`src/design/scb_cfg.svh`:
```
// Purpose: Offsets, field positions, reset values of the control register bank
// Assumes: APB byte addresses, 32-bit aligned words
// Notes: Definitions only
`ifndef SCB_CFG_SVH
`define SCB_CFG_SVH

// ************************************************************
// Register byte addresses
// ************************************************************
`define SCB_AUX_CTRL_ADDR 32'he000e008
`define SCB_PROC_ID_ADDR 32'he000ed00
`define SCB_INT_CTRL_ADDR 32'he000ed04
`define SCB_VEC_BASE_ADDR 32'he000ed08
`define SCB_APP_RST_ADDR 32'he000ed0c
`define SCB_SYS_CTRL_ADDR 32'he000ed10
`define SCB_CFG_CTRL_ADDR 32'he000ed14
`define SCB_PRIO1_ADDR 32'he000ed18
`define SCB_PRIO2_ADDR 32'he000ed1c
`define SCB_PRIO3_ADDR 32'he000ed20
`define SCB_HND_STATE_ADDR 32'he000ed24
`define SCB_FAULT_STAT_ADDR 32'he000ed28
`define SCB_MM_STAT_ADDR 32'he000ed28
`define SCB_BUS_STAT_ADDR 32'he000ed29
`define SCB_USE_STAT_ADDR 32'he000ed2a
`define SCB_HARD_STAT_ADDR 32'he000ed2c
`define SCB_MM_ADDR_ADDR 32'he000ed34
`define SCB_BUS_ADDR_ADDR 32'he000ed38
`define SCB_AUX_FAULT_ADDR 32'he000ed3c

// ************************************************************
// Reset values
// ************************************************************
`define SCB_AUX_CTRL_RST 32'h00000000
`define SCB_INT_CTRL_RST 1'h0
`define SCB_APP_RST_RST 32'hfa050000
`define SCB_CFG_CTRL_RST 32'h00000200
`define SCB_ZERO_RST 32'h00000000

// ************************************************************
// Field positions and masks
// ************************************************************
`define SCB_TRACE_FLUSH_BIT 12
`define SCB_READ_ALLOC_BIT 11
`define SCB_FLOAT_EXC_BIT 10
`define SCB_DUAL_ISSUE_BIT 2
`define SCB_AUX_CTRL_MASK 32'h00001c04
`define SCB_NMI_PEND_BIT 31
`define SCB_ID_CONST 4'hf

`endif

```
`src/design/scb_pkg.sv`:
```
// Purpose: Types shared by the control register bank
// Assumes: APB with 32-bit data
// Notes: Constants live in scb_cfg.svh
package scb_pkg;

	// APB request from the master
	typedef struct packed {
		logic psel;
		logic penable;
		logic pwrite;
		logic [31:0] paddr;
		logic [31:0] pwdata;
		logic [3:0] pstrb;
	} scb_apb_req_t;

	// APB answer to the master
	typedef struct packed {
		logic pready;
		logic pslverr;
		logic [31:0] prdata;
	} scb_apb_rsp_t;

	// Core control outputs from the auxiliary control word
	typedef struct packed {
		logic traceFlushDisable;
		logic readAllocateDisable;
		logic floatExceptionOutputDisable;
		logic dualIssueDisable;
	} scb_aux_t;

	// Decoded register select
	typedef enum {
		SCB_SEL_AUX, SCB_SEL_ID, SCB_SEL_INT, SCB_SEL_VEC, SCB_SEL_APP,
		SCB_SEL_SYS, SCB_SEL_CFG, SCB_SEL_PR1, SCB_SEL_PR2, SCB_SEL_PR3,
		SCB_SEL_HND, SCB_SEL_FLT, SCB_SEL_HARD, SCB_SEL_MMA, SCB_SEL_BFA,
		SCB_SEL_AFS, SCB_SEL_NONE
	} scb_sel_t;

	// Whole state of the bank
	typedef struct packed {
		logic [31:0] auxCtrl;
		logic nmiPend;
		logic [31:0] vecBase;
		logic [31:0] appRst;
		logic [31:0] sysCtrl;
		logic [31:0] cfgCtrl;
		logic [31:0] prio1;
		logic [31:0] prio2;
		logic [31:0] prio3;
		logic [31:0] hndState;
		logic [31:0] faultStat;
		logic [31:0] hardStat;
		logic [31:0] mmAddr;
		logic [31:0] busAddr;
		scb_apb_rsp_t rsp;
		scb_aux_t aux;
		logic nmiPending;
	} scb_state_t;

endpackage : scb_pkg

```
`src/design/scb_bank.sv`:
```
// Purpose: System control register bank behind an APB slave port
// Assumes: One clock, asynchronous active-high reset, aligned word offsets
// Notes: One wait-free access phase; unmapped addresses answer with pslverr
//
// Contract
// - Registers sit at fixed addresses in order
// - Auxiliary control word resets to zero
// - Bit 12 suppresses trace flush
// - Bit 11 disables dynamic read allocate
// - Bit 10 holds float exception outputs inactive
// - Bit 2 stops dual issue
// - Auxiliary reserved bits have no function
// - Identification: implementer and part number fields
// - Identification bits 23:20 give variant
// - Revision in 3:0, bits 19:16 ones
// - Fault status reachable as byte/halfword parts
// - Auxiliary fault status reads zero, ignores writes
// - Writing one sets nonmaskable pending; zero ignored
//
// Design decision made here: register access over APB.
`timescale 1ns/10ps
`include "scb_cfg.svh"

module scb_bank
	import scb_pkg::*;
#(
	parameter logic [7:0] IMPLEMENTER = 8'h5a, // Arbitrary value
	parameter logic [3:0] VARIANT = 4'h1, // Arbitrary value
	parameter logic [11:0] PART_NUMBER = 12'h123, // Arbitrary value
	parameter logic [3:0] REVISION = 4'h2 // Arbitrary value
)
(
	// Clock and reset
	input wire logic clk,
	input wire logic rst,
	// APB slave port
	input wire scb_apb_req_t apbReq,
	output scb_apb_rsp_t apbRsp,
	// Core control outputs
	output scb_aux_t auxCtrlOut,
	// Nonmaskable interrupt pending level toward the core
	output logic nmiPendingOut,
	// Core takes the nonmaskable handler, clearing pending
	input wire logic nmiTaken,
	// Hardware fault status bits to set (sticky)
	input wire logic [31:0] faultSet
);

	// ************************************************************
	// State
	// ************************************************************
	scb_state_t state_reg; // Registered state
	scb_state_t state_next; // Next state

	// Decode a word address to a register select
	function automatic scb_sel_t decode(input logic [31:0] a);
		logic [31:0] w;
		w = {a[31:2], 2'b00};
		unique case (w)
			`SCB_AUX_CTRL_ADDR: decode = SCB_SEL_AUX;
			`SCB_PROC_ID_ADDR: decode = SCB_SEL_ID;
			`SCB_INT_CTRL_ADDR: decode = SCB_SEL_INT;
			`SCB_VEC_BASE_ADDR: decode = SCB_SEL_VEC;
			`SCB_APP_RST_ADDR: decode = SCB_SEL_APP;
			`SCB_SYS_CTRL_ADDR: decode = SCB_SEL_SYS;
			`SCB_CFG_CTRL_ADDR: decode = SCB_SEL_CFG;
			`SCB_PRIO1_ADDR: decode = SCB_SEL_PR1;
			`SCB_PRIO2_ADDR: decode = SCB_SEL_PR2;
			`SCB_PRIO3_ADDR: decode = SCB_SEL_PR3;
			`SCB_HND_STATE_ADDR: decode = SCB_SEL_HND;
			`SCB_FAULT_STAT_ADDR: decode = SCB_SEL_FLT;
			`SCB_HARD_STAT_ADDR: decode = SCB_SEL_HARD;
			`SCB_MM_ADDR_ADDR: decode = SCB_SEL_MMA;
			`SCB_BUS_ADDR_ADDR: decode = SCB_SEL_BFA;
			`SCB_AUX_FAULT_ADDR: decode = SCB_SEL_AFS;
			default: decode = SCB_SEL_NONE;
		endcase
	endfunction : decode

	// Merge write data into a word under byte strobes
	function automatic logic [31:0] merge(input logic [31:0] old,
		input logic [31:0] data, input logic [3:0] strb);
		logic [31:0] r;
		r = old;
		for (int i = 0; i < 4; i++)
		begin
			if (strb[i])
			begin
				r[i*8 +: 8] = data[i*8 +: 8];
			end
		end
		merge = r;
	endfunction : merge

	// ************************************************************
	// Next-state logic
	// ************************************************************
	scb_sel_t sel; // Current decoded register
	logic access; // Access phase, always completes in one cycle
	logic wr; // Write taking effect this edge
	logic [31:0] rdata; // Read mux output
	logic [31:0] idWord; // Identification value

	// Fill the next state from the current state and the bus request
	always_comb
	begin
		state_next = state_reg;
		sel = decode(apbReq.paddr);
		access = apbReq.psel && apbReq.penable;
		wr = access && apbReq.pwrite;
		idWord = {IMPLEMENTER, VARIANT, `SCB_ID_CONST, PART_NUMBER,
			REVISION};
		rdata = 32'h00000000;
		// Read mux; reserved and write-only positions read zero
		unique case (sel)
			SCB_SEL_AUX: rdata = state_reg.auxCtrl;
			SCB_SEL_ID: rdata = idWord;
			SCB_SEL_INT: rdata = {state_reg.nmiPend, 31'h00000000};
			SCB_SEL_VEC: rdata = state_reg.vecBase;
			SCB_SEL_APP: rdata = state_reg.appRst;
			SCB_SEL_SYS: rdata = state_reg.sysCtrl;
			SCB_SEL_CFG: rdata = state_reg.cfgCtrl;
			SCB_SEL_PR1: rdata = state_reg.prio1;
			SCB_SEL_PR2: rdata = state_reg.prio2;
			SCB_SEL_PR3: rdata = state_reg.prio3;
			SCB_SEL_HND: rdata = state_reg.hndState;
			SCB_SEL_FLT: rdata = state_reg.faultStat;
			SCB_SEL_HARD: rdata = state_reg.hardStat;
			SCB_SEL_MMA: rdata = state_reg.mmAddr;
			SCB_SEL_BFA: rdata = state_reg.busAddr;
			SCB_SEL_AFS: rdata = 32'h00000000;
			SCB_SEL_NONE: rdata = 32'h00000000;
		endcase
		// Hardware sets fault status bits; set wins over clear
		state_next.faultStat = state_reg.faultStat | faultSet;
		// Core taking the handler clears the pending level
		if (nmiTaken)
		begin
			state_next.nmiPend = 1'b0;
		end
		// Register writes; only the four defined aux bits are stored
		if (wr && sel == SCB_SEL_AUX)
		begin
			state_next.auxCtrl = merge(state_reg.auxCtrl, apbReq.pwdata,
				apbReq.pstrb) & `SCB_AUX_CTRL_MASK;
		end
		if (wr && sel == SCB_SEL_INT && apbReq.pstrb[3]
			&& apbReq.pwdata[`SCB_NMI_PEND_BIT])
		begin
			state_next.nmiPend = 1'b1;
		end
		if (wr && sel == SCB_SEL_VEC)
		begin
			state_next.vecBase = merge(state_reg.vecBase, apbReq.pwdata,
				apbReq.pstrb);
		end
		if (wr && sel == SCB_SEL_APP)
		begin
			state_next.appRst = merge(state_reg.appRst, apbReq.pwdata,
				apbReq.pstrb);
		end
		if (wr && sel == SCB_SEL_SYS)
		begin
			state_next.sysCtrl = merge(state_reg.sysCtrl, apbReq.pwdata,
				apbReq.pstrb);
		end
		if (wr && sel == SCB_SEL_CFG)
		begin
			state_next.cfgCtrl = merge(state_reg.cfgCtrl, apbReq.pwdata,
				apbReq.pstrb);
		end
		if (wr && sel == SCB_SEL_PR1)
		begin
			state_next.prio1 = merge(state_reg.prio1, apbReq.pwdata,
				apbReq.pstrb);
		end
		if (wr && sel == SCB_SEL_PR2)
		begin
			state_next.prio2 = merge(state_reg.prio2, apbReq.pwdata,
				apbReq.pstrb);
		end
		if (wr && sel == SCB_SEL_PR3)
		begin
			state_next.prio3 = merge(state_reg.prio3, apbReq.pwdata,
				apbReq.pstrb);
		end
		if (wr && sel == SCB_SEL_HND)
		begin
			state_next.hndState = merge(state_reg.hndState, apbReq.pwdata,
				apbReq.pstrb);
		end
		// Byte lanes reach the memory, bus and usage parts separately
		if (wr && sel == SCB_SEL_FLT)
		begin
			state_next.faultStat = merge(state_reg.faultStat, apbReq.pwdata,
				apbReq.pstrb) | faultSet;
		end
		if (wr && sel == SCB_SEL_HARD)
		begin
			state_next.hardStat = merge(state_reg.hardStat, apbReq.pwdata,
				apbReq.pstrb);
		end
		if (wr && sel == SCB_SEL_MMA)
		begin
			state_next.mmAddr = merge(state_reg.mmAddr, apbReq.pwdata,
				apbReq.pstrb);
		end
		if (wr && sel == SCB_SEL_BFA)
		begin
			state_next.busAddr = merge(state_reg.busAddr, apbReq.pwdata,
				apbReq.pstrb);
		end
		// Answer registered: pready in the cycle after setup
		state_next.rsp.pready = apbReq.psel && !apbReq.penable;
		state_next.rsp.pslverr = apbReq.psel && !apbReq.penable
			&& sel == SCB_SEL_NONE;
		state_next.rsp.prdata = (apbReq.psel && !apbReq.penable
			&& !apbReq.pwrite) ? rdata : 32'h00000000;
		// Control outputs follow the stored auxiliary bits
		state_next.aux.traceFlushDisable =
			state_next.auxCtrl[`SCB_TRACE_FLUSH_BIT];
		state_next.aux.readAllocateDisable =
			state_next.auxCtrl[`SCB_READ_ALLOC_BIT];
		state_next.aux.floatExceptionOutputDisable =
			state_next.auxCtrl[`SCB_FLOAT_EXC_BIT];
		state_next.aux.dualIssueDisable =
			state_next.auxCtrl[`SCB_DUAL_ISSUE_BIT];
		state_next.nmiPending = state_next.nmiPend;
	end

	// ************************************************************
	// State register
	// ************************************************************
	// Register the whole state; constants only under reset
	always_ff @(posedge clk or posedge rst)
	begin
		if (rst)
		begin
			state_reg <= '0;
			state_reg.auxCtrl <= `SCB_AUX_CTRL_RST;
			state_reg.nmiPend <= `SCB_INT_CTRL_RST;
			state_reg.appRst <= `SCB_APP_RST_RST;
			state_reg.cfgCtrl <= `SCB_CFG_CTRL_RST;
		end
		else
		begin
			state_reg <= state_next;
		end
	end

	// Outputs straight from flip-flops
	assign apbRsp = state_reg.rsp;
	assign auxCtrlOut = state_reg.aux;
	assign nmiPendingOut = state_reg.nmiPending;

endmodule : scb_bank

```
`config.mk`:
```
export PLATFORM = sky130hd
export DESIGN_NAME = scb_bank
export DESIGN_NICKNAME = d
export VERILOG_FILES = /design/src/design/scb_pkg.sv /design/src/design/scb_bank.sv
export VERILOG_INCLUDE_DIRS = /design/src /design/src/design
export SDC_FILE = /design/constraint.sdc
export NUM_CORES = 1
export LEC_CHECK = 0
export BUFFER_PORTS_ARGS = -buffer_cell sky130_fd_sc_hd__buf_2
export CAP_MARGIN = 30
export CORE_MARGIN = 3
export CORE_UTILIZATION = 35
export DETAILED_ROUTE_END_ITERATION = 16
export PLACE_DENSITY_LB_ADDON = 0.2
export SLEW_MARGIN = 20
export SYNTH_ARGS = -nofsm -noshare
export SYNTH_HDL_FRONTEND = slang
export SYNTH_SLANG_ARGS = --single-unit
```
`constraint.sdc`:
```
create_clock -name clk -period 11.7 [get_ports clk]
set_input_delay 0.585 -clock clk [delete_from_list [all_inputs] [get_ports clk]]
set_output_delay 0.585 -clock clk [all_outputs]
set_load 0.1 [all_outputs]
```
==> reports/results.tsv, run 1 <==
stage	metric	value	unit
worst_setup_path	endpoint	state_reg[71]	
hold_path	hp-class	in -> reg	
power_and_ir_drop	power_frac_comb	3.8	%
place	hpwlAfterDp	40400	um
timing	max_freq	261	MHz
worst_setup_path	critPathMostFrequentCell	nand3_1	
global_routing	grt_start_max_net_pins	174	
detailed_routing	drc	0	
timing	fin_hold_ws	0.181	ns
die	start_util	35.6	%
die	die_area	58000	um^2
worst_setup_path	regToRegStartpoint	state_reg[204]	
worst_setup_path	cp_max_fo	8	
global_routing	globalRouteOverflowTotal	0	
timing	hold_viol	0	
synth	synth-warning-count	0	
place	place.gp.congestion	0.786	
timing	period_share	32.8	%
power_and_ir_drop	max-vdd-ir-drop	0.102	mV
synth	synthCells	1505	
detailed_routing	wl_per_cell	26.9	um
place	port_buffers	142	
timing	report.final.slew_viol_count	0	
die	rows	85	
cts	cts_sinks	423	
synth	synth-edff-count	0	
timing	fin_crit	3.84	ns
cts	clk_path_buf_depth	3	
power_and_ir_drop	p_switching	0.000684	W
worst_setup_path	cp_slowest_stage_delay	0.81	ns
power_and_ir_drop	p_leak	10.3	nW
timing	rsz0062_at_grt	false	
status	status	complete, no violations	
worst_setup_path	reg2reg_depth	5	
final_layout	final_cell_mix	dfrtp_1 (414), mux2_2 (324), buf_2 (142)	
synth	ys_async_sr_fraction	100	%
timing	setup_tns	0	ns
die	design.core.area	54100	um^2
worst_setup_path	cp_top_family	simple AND/OR/NAND/NOR gates	
flow_run	maxCapViolCount	0	
synth	synth_ff_type	dfrtp_1	
power_and_ir_drop	p_int	0.00232	W
worst_setup_path	reg2reg_to	apbRsp[5]	
final_layout	nFillCells	5020	
synth	synth.net_count	1611	
cts	path_clk_slew	0.06	ns
synth	syn_area	19300	um^2
cts	cts_resized	0	
worst_setup_path	start_kind	input pin	
final_layout	layout_commonest_cell	dfrtp_1	
worst_setup_path	critical_path_class	in -> reg	
synth	synth_cell_types	68	
timing	finClkSkew	0.0168	ns
synth	ys_ff_latch	423	
final_layout	nNetsFinal	1709	
global_routing	grt_pass1_wl	93200	um
power_and_ir_drop	powerDensity	136	nW/um^2
timing	worst_slew_pin_slew	0.992	ns
worst_setup_path	r2r_setup_slack	9.87	ns
worst_setup_path	cp_num_buf_inv	1	
detailed_routing	via_per_inst	5.74	
detailed_routing	ant_nets	0	
worst_setup_path	path_cells	buf_2 > nor4_1 > nand3_1 > nor3_2 > nand3_1 > nor2_2 > mux2_2	
die	io-pin-count	145	
global_routing	antenna_found_initial	1	
detailed_routing	dr.pass1.iters	6	
global_routing	track_usage	21.8	%
worst_setup_path	arrival	4.30	ns
power_and_ir_drop	p_seq_share	48.7	%
final_layout	drive_gt1_share	39.1	%
worst_setup_path	critPathCaptureType	flop	
cts	cts_tree	built	
detailed_routing	drtIter0Drc	1255	
detailed_routing	dr_total_vias	13415	
detailed_routing	wirelength	62900	um
worst_setup_path	cp.depth	7	
timing	relSlewSlack	33.7	%
worst_setup_path	crit_slowest_cell	nor3_2	
die	die_h	241	um
cts	cts-root-buf	clkbuf_16	
synth	synth.avg_cell_area	12.8	um^2
cts	clock_latency	0.59	ns
worst_setup_path	crit_start	apbReq[58]	
synth	synth_seq_area_share	54.9	%
global_routing	grt_pass1_vias	14057	
cts	cts_buffers	47	
power_and_ir_drop	p_clk_share	47.5	%
die	die_w	241	um
worst_setup_path	worst_ep_required_time	12.16	ns
cts	htree_num_levels	2	
final_layout	largest_reg_flops	388	
power_and_ir_drop	sw_frac_of_total	22.8	%
timing	setup_viol	0	
final_layout	area_growth	14.7	%
==> power by group through the flow <==
stage          combinational (W)  clock [W]  sequential, W
6_report                0.000116    0.00143        0.00146
5_1_grt                 0.000127    0.00153        0.00146
4_1_cts                 0.000115    0.00146        0.00146
3_5_place_dp            0.000115          0        0.00149
3_3_place_gp            0.000112          0        0.00149
2_1_floorplan          0.0000576          0        0.00149
==> timing repair <==
action / 4_1_cts / 5_1_grt
setup endpoints to repair: 0 / 0
endpoints found under the hold margin: 0 / 5
buffers inserted: 0 / 0
hold buffers: 0 / 1
==> routing by layer <==
metal	global-route usage, %	routed length [um]	vias to the layer above
met3	4.23	3550	137
met2	35.5	29800	433
met1	29.1	27300	7068
met4	7.86	2220	0
met5	0	0	-
li1	-	-	5777
==> area by class of cell <==
class	count	area, um^2	share of cell area (%)
Timing Repair Buffer	187	1120	5.08
Antenna cell	3	7.51	0.0339
Sequential cell	423	10600	47.9
Clock inverter	3	18.8	0.0848
Clock buffer	81	1450	6.54
Inverter	2	11.3	0.0509
Tap cell	696	871	3.94
Multi-Input combinational cell	942	8050	36.4
==> through the flow <==
stage	setup slack, ns	cell area [um^2]	total power, W	std cells	util (%)
floorplan	5.41	19300	0.00155	1505	-
global placement	7.38	20500	0.00160	2240	37.9
detailed placement	7.30	20600	0.00160	2246	38.0
CTS	7.89	22000	0.00304	2330	40.7
global route	7.72	22100	0.00312	2334	40.9
finish	7.86	22100	0.00301	2337	40.9
==> how the worst min path moves through the flow <==
stage	slack [ns]	startpoint	endpoint	depth (start not counted)
global placement	0.47	state_reg[94]	state_reg[94]	1
global route	0.16	apbReq[69]	apbRsp[33]	2
floorplan	0.46	state_reg[90]	state_reg[90]	1
CTS	0.14	apbReq[69]	apbRsp[33]	2
finish	0.18	apbReq[69]	apbRsp[33]	2
detailed placement	0.48	state_reg[360]	state_reg[360]	1
==> cell families (layout without fill, tap and decap cells) <==
group / after synthesis / in the layout / synth area share [%]
mux: 371 / 371 / 21.6
buf+inv: 140 / 273 / 3.61
flops: 423 / 423 / 54.9
other cells: 0 / 3 / 0
simple gates: 292 / 292 / 8.54
xor+xnor: 2 / 2 / 0.0908
compound gates: 277 / 277 / 11.2
==> cell usage after synthesis, types with 9 or more instances <==
| cell type | number | area share [%] |
|---|---|---|
| dfrtp_1 | 414 | 54 |
| mux2_2 | 324 | 19 |
| clkbuf_1 | 86 | 1.7 |
| nand2_1 | 78 | 1.5 |
| a21oi_1 | 42 | 1.1 |
| a22o_1 | 41 | 1.9 |
| mux2_1 | 39 | 2.3 |
| a22oi_1 | 38 | 1.5 |
| buf_4 | 38 | 1.5 |
| nor2b_1 | 38 | 1.2 |
| nand3_1 | 34 | 0.88 |
| nor2_1 | 34 | 0.66 |
| a211o_1 | 32 | 1.5 |
| a222oi_1 | 26 | 1.3 |
| a221oi_1 | 22 | 1.0 |
| o21ai_0 | 19 | 0.49 |
| nor2_2 | 17 | 0.55 |
| nor3_1 | 15 | 0.39 |
| and3_1 | 11 | 0.36 |
| buf_2 | 11 | 0.29 |
| a2111oi_0 | 9 | 0.41 |
| dfstp_2 | 9 | 1.2 |
No activity file was read; power rests on OpenSTA's default activity.
==> inputs of run 2 (changes only) <==
- clock period: 11.7 -> 3.9 ns (I/O delays scaled with it)
==> run 2 against run 1 <==
  * Sequential share of layout area shrank 1.9 points
  * Final cell count grew 4.1%
  * Total power grew to 3.1 times the previous value
  * Combinational power grew to 3.4 times the previous value
  * Flip-flop and latch count is the same
  * Clock skew shrank 0.0094 ns
  * Critical endpoint is now state_reg[301]
  * Critical path depth is the same
==> reports/results.tsv, run 2 (synthesis gave the netlist of run 1 again) <==
stage	metric	value	unit
final_layout	final_area	23100	um^2
place	place.gp.congestion	0.849	
timing	fin_crit	2.74	ns
cts	post_cts_buffers	0	
detailed_routing	dr_total_vias	13773	
worst_setup_path	critical_path_class	in -> reg	
timing	worst_slew_pin_slew	0.886	ns
die	start_util	35.6	%
cts	clk_path_buf_depth	3	
timing	setup_viol	0	
global_routing	grt_pass1_vias	14514	
timing	period_share	70.2	%
cts	cts_sinks	423	
detailed_routing	dr.pass1.iters	5	
final_layout	drive_gt1_share	39.0	%
hold_path	min_from	apbReq[11]	
status	status	complete, no violations	
die	die_w	241	um
hold_path	min_path_cells	2	
place	port_buffers	142	
die	die_area	58000	um^2
power_and_ir_drop	p_int	0.00715	W
worst_setup_path	start_kind	input pin	
place	placed_cell_area	20900	um^2
timing	rsz0062_at_grt	false	
detailed_routing	wl_per_cell	26.2	um
detailed_routing	drc	0	
cts	clock_latency	0.58	ns
cts	path_clk_slew	0.06	ns
final_layout	area_growth	19.5	%
power_and_ir_drop	p_clk_share	48.0	%
place	hpwlAfterDp	42000	um
timing	setup_slack	1.16	ns
detailed_routing	ant_nets	0	
power_and_ir_drop	max-vdd-ir-drop	0.271	mV
cts	cts-root-buf	clkbuf_16	
worst_setup_path	regToRegStartpoint	state_reg[242]	
final_layout	nNetsFinal	1807	
global_routing	track_usage	22.2	%
die	rows	85	
hold_path	holdPathEnd	state_reg[142]	
global_routing	grt_start_max_net_pins	86	
timing	report.final.slew_viol_count	0	
power_and_ir_drop	powerDensity	399	nW/um^2
die	design.core.area	54100	um^2
hold_path	hp-class	in -> reg	
worst_setup_path	reg2reg_depth	7	
final_layout	final_cell_mix	dfrtp_1 (414), mux2_2 (324), buf_2 (142)	
detailed_routing	drtIter0Drc	981	
detailed_routing	via_per_inst	5.66	
cts	htree_num_levels	2	
timing	max_freq	365	MHz
global_routing	antenna_found_initial	1	
cts	cts_hold_buf	64	
global_routing	globalRouteOverflowTotal	0	
cts	cts_buffers	47	
cts	cts_tree	built	
worst_setup_path	cp_max_fo	15	
die	die_h	241	um
final_layout	largest_reg_flops	388	
detailed_routing	wirelength	63800	um
power_and_ir_drop	sw_frac_of_total	22.3	%
worst_setup_path	reg2reg_to	apbRsp[11]	
power_and_ir_drop	p_seq_share	47.7	%
worst_setup_path	critPathCaptureType	flop	
cts	cts_resized	0	
place	pre_cts_ws	0.569	ns
worst_setup_path	r2r_setup_slack	2.09	ns
power_and_ir_drop	p_total	0.00920	W
timing	relSlewSlack	40.9	%
worst_setup_path	arrival	3.20	ns
timing	finClkSkew	0.00738	ns
worst_setup_path	worst_ep_required_time	4.36	ns
power_and_ir_drop	p_switching	0.00206	W
die	io-pin-count	145	
final_layout	layout_commonest_cell	dfrtp_1	
power_and_ir_drop	power_frac_comb	4.3	%
power_and_ir_drop	p_leak	10.7	nW
global_routing	grt_pass1_wl	95100	um
timing	hold_viol	0	
flow_run	maxCapViolCount	0	
run 2: cell count changes in the layout (fill, tap and decap cells not counted), sizes merged:
cell and change:
buf +35, clkinv +3, clkbuf -7, dlygate4sd3 +63
diode -2, bufinv +3
run 2: worst max-delay path: stages:
cell and delay, ns:
buf_2 0.10, or4_1 0.64, nor4_2 0.44, nand2_2 0.37
nor3_4 0.57, nand2_1 0.46, mux2_2 0.40
run 2: power by group through the flow:
stage               sequential (W)  clock [W]  combinational (W)
detailed placement         0.00447          0           0.000359
global placement           0.00447          0           0.000353
finish                     0.00439    0.00442           0.000393
CTS                        0.00439    0.00453           0.000396
floorplan                  0.00447          0           0.000173
global route               0.00439    0.00470           0.000429
run 2: how the worst max path moves through the flow:
stage | start | to | slack, ns | depth (start not counted)
floorplan | rst | apbRsp[0] | -2.00 | 1
global placement | apbReq[53] | apbRsp[17] | 0.61 | 10
detailed placement | apbReq[53] | state_reg[314] | 0.57 | 7
CTS | apbReq[53] | state_reg[301] | 1.17 | 7
global route | apbReq[53] | state_reg[317] | 1.03 | 7
finish | apbReq[53] | state_reg[301] | 1.16 | 7
run 2: final cells by class:
class	instances	area (um^2)
Fill cell	5008	31100
Sequential cell	423	10600
Multi-Input combinational cell	942	8040
Timing Repair Buffer	285	2020
Clock buffer	74	1400
Tap cell	696	871
Clock inverter	9	120
Inverter	2	11.3
Antenna cell	1	2.50
run 2: stage by stage:
stage               instances  hold slack [ns]  utilization [%]  TNS (ns)
finish                   2432           0.0213             42.6         0
floorplan                1505            0.275                -   -829.77
global route             2431           0.0308             42.6         0
global placement         2283            0.382             38.6         0
detailed placement       2283            0.388             38.6         0
CTS                      2430         0.000167             42.6         0
run 2: metal layers:
layer	track usage (%)	vias up	wire [um]
met5	0	-	0
met4	8.40	0	2250
met3	3.83	106	3890
met2	36.4	437	30400
met1	29.6	7255	27200
li1	-	5975	-
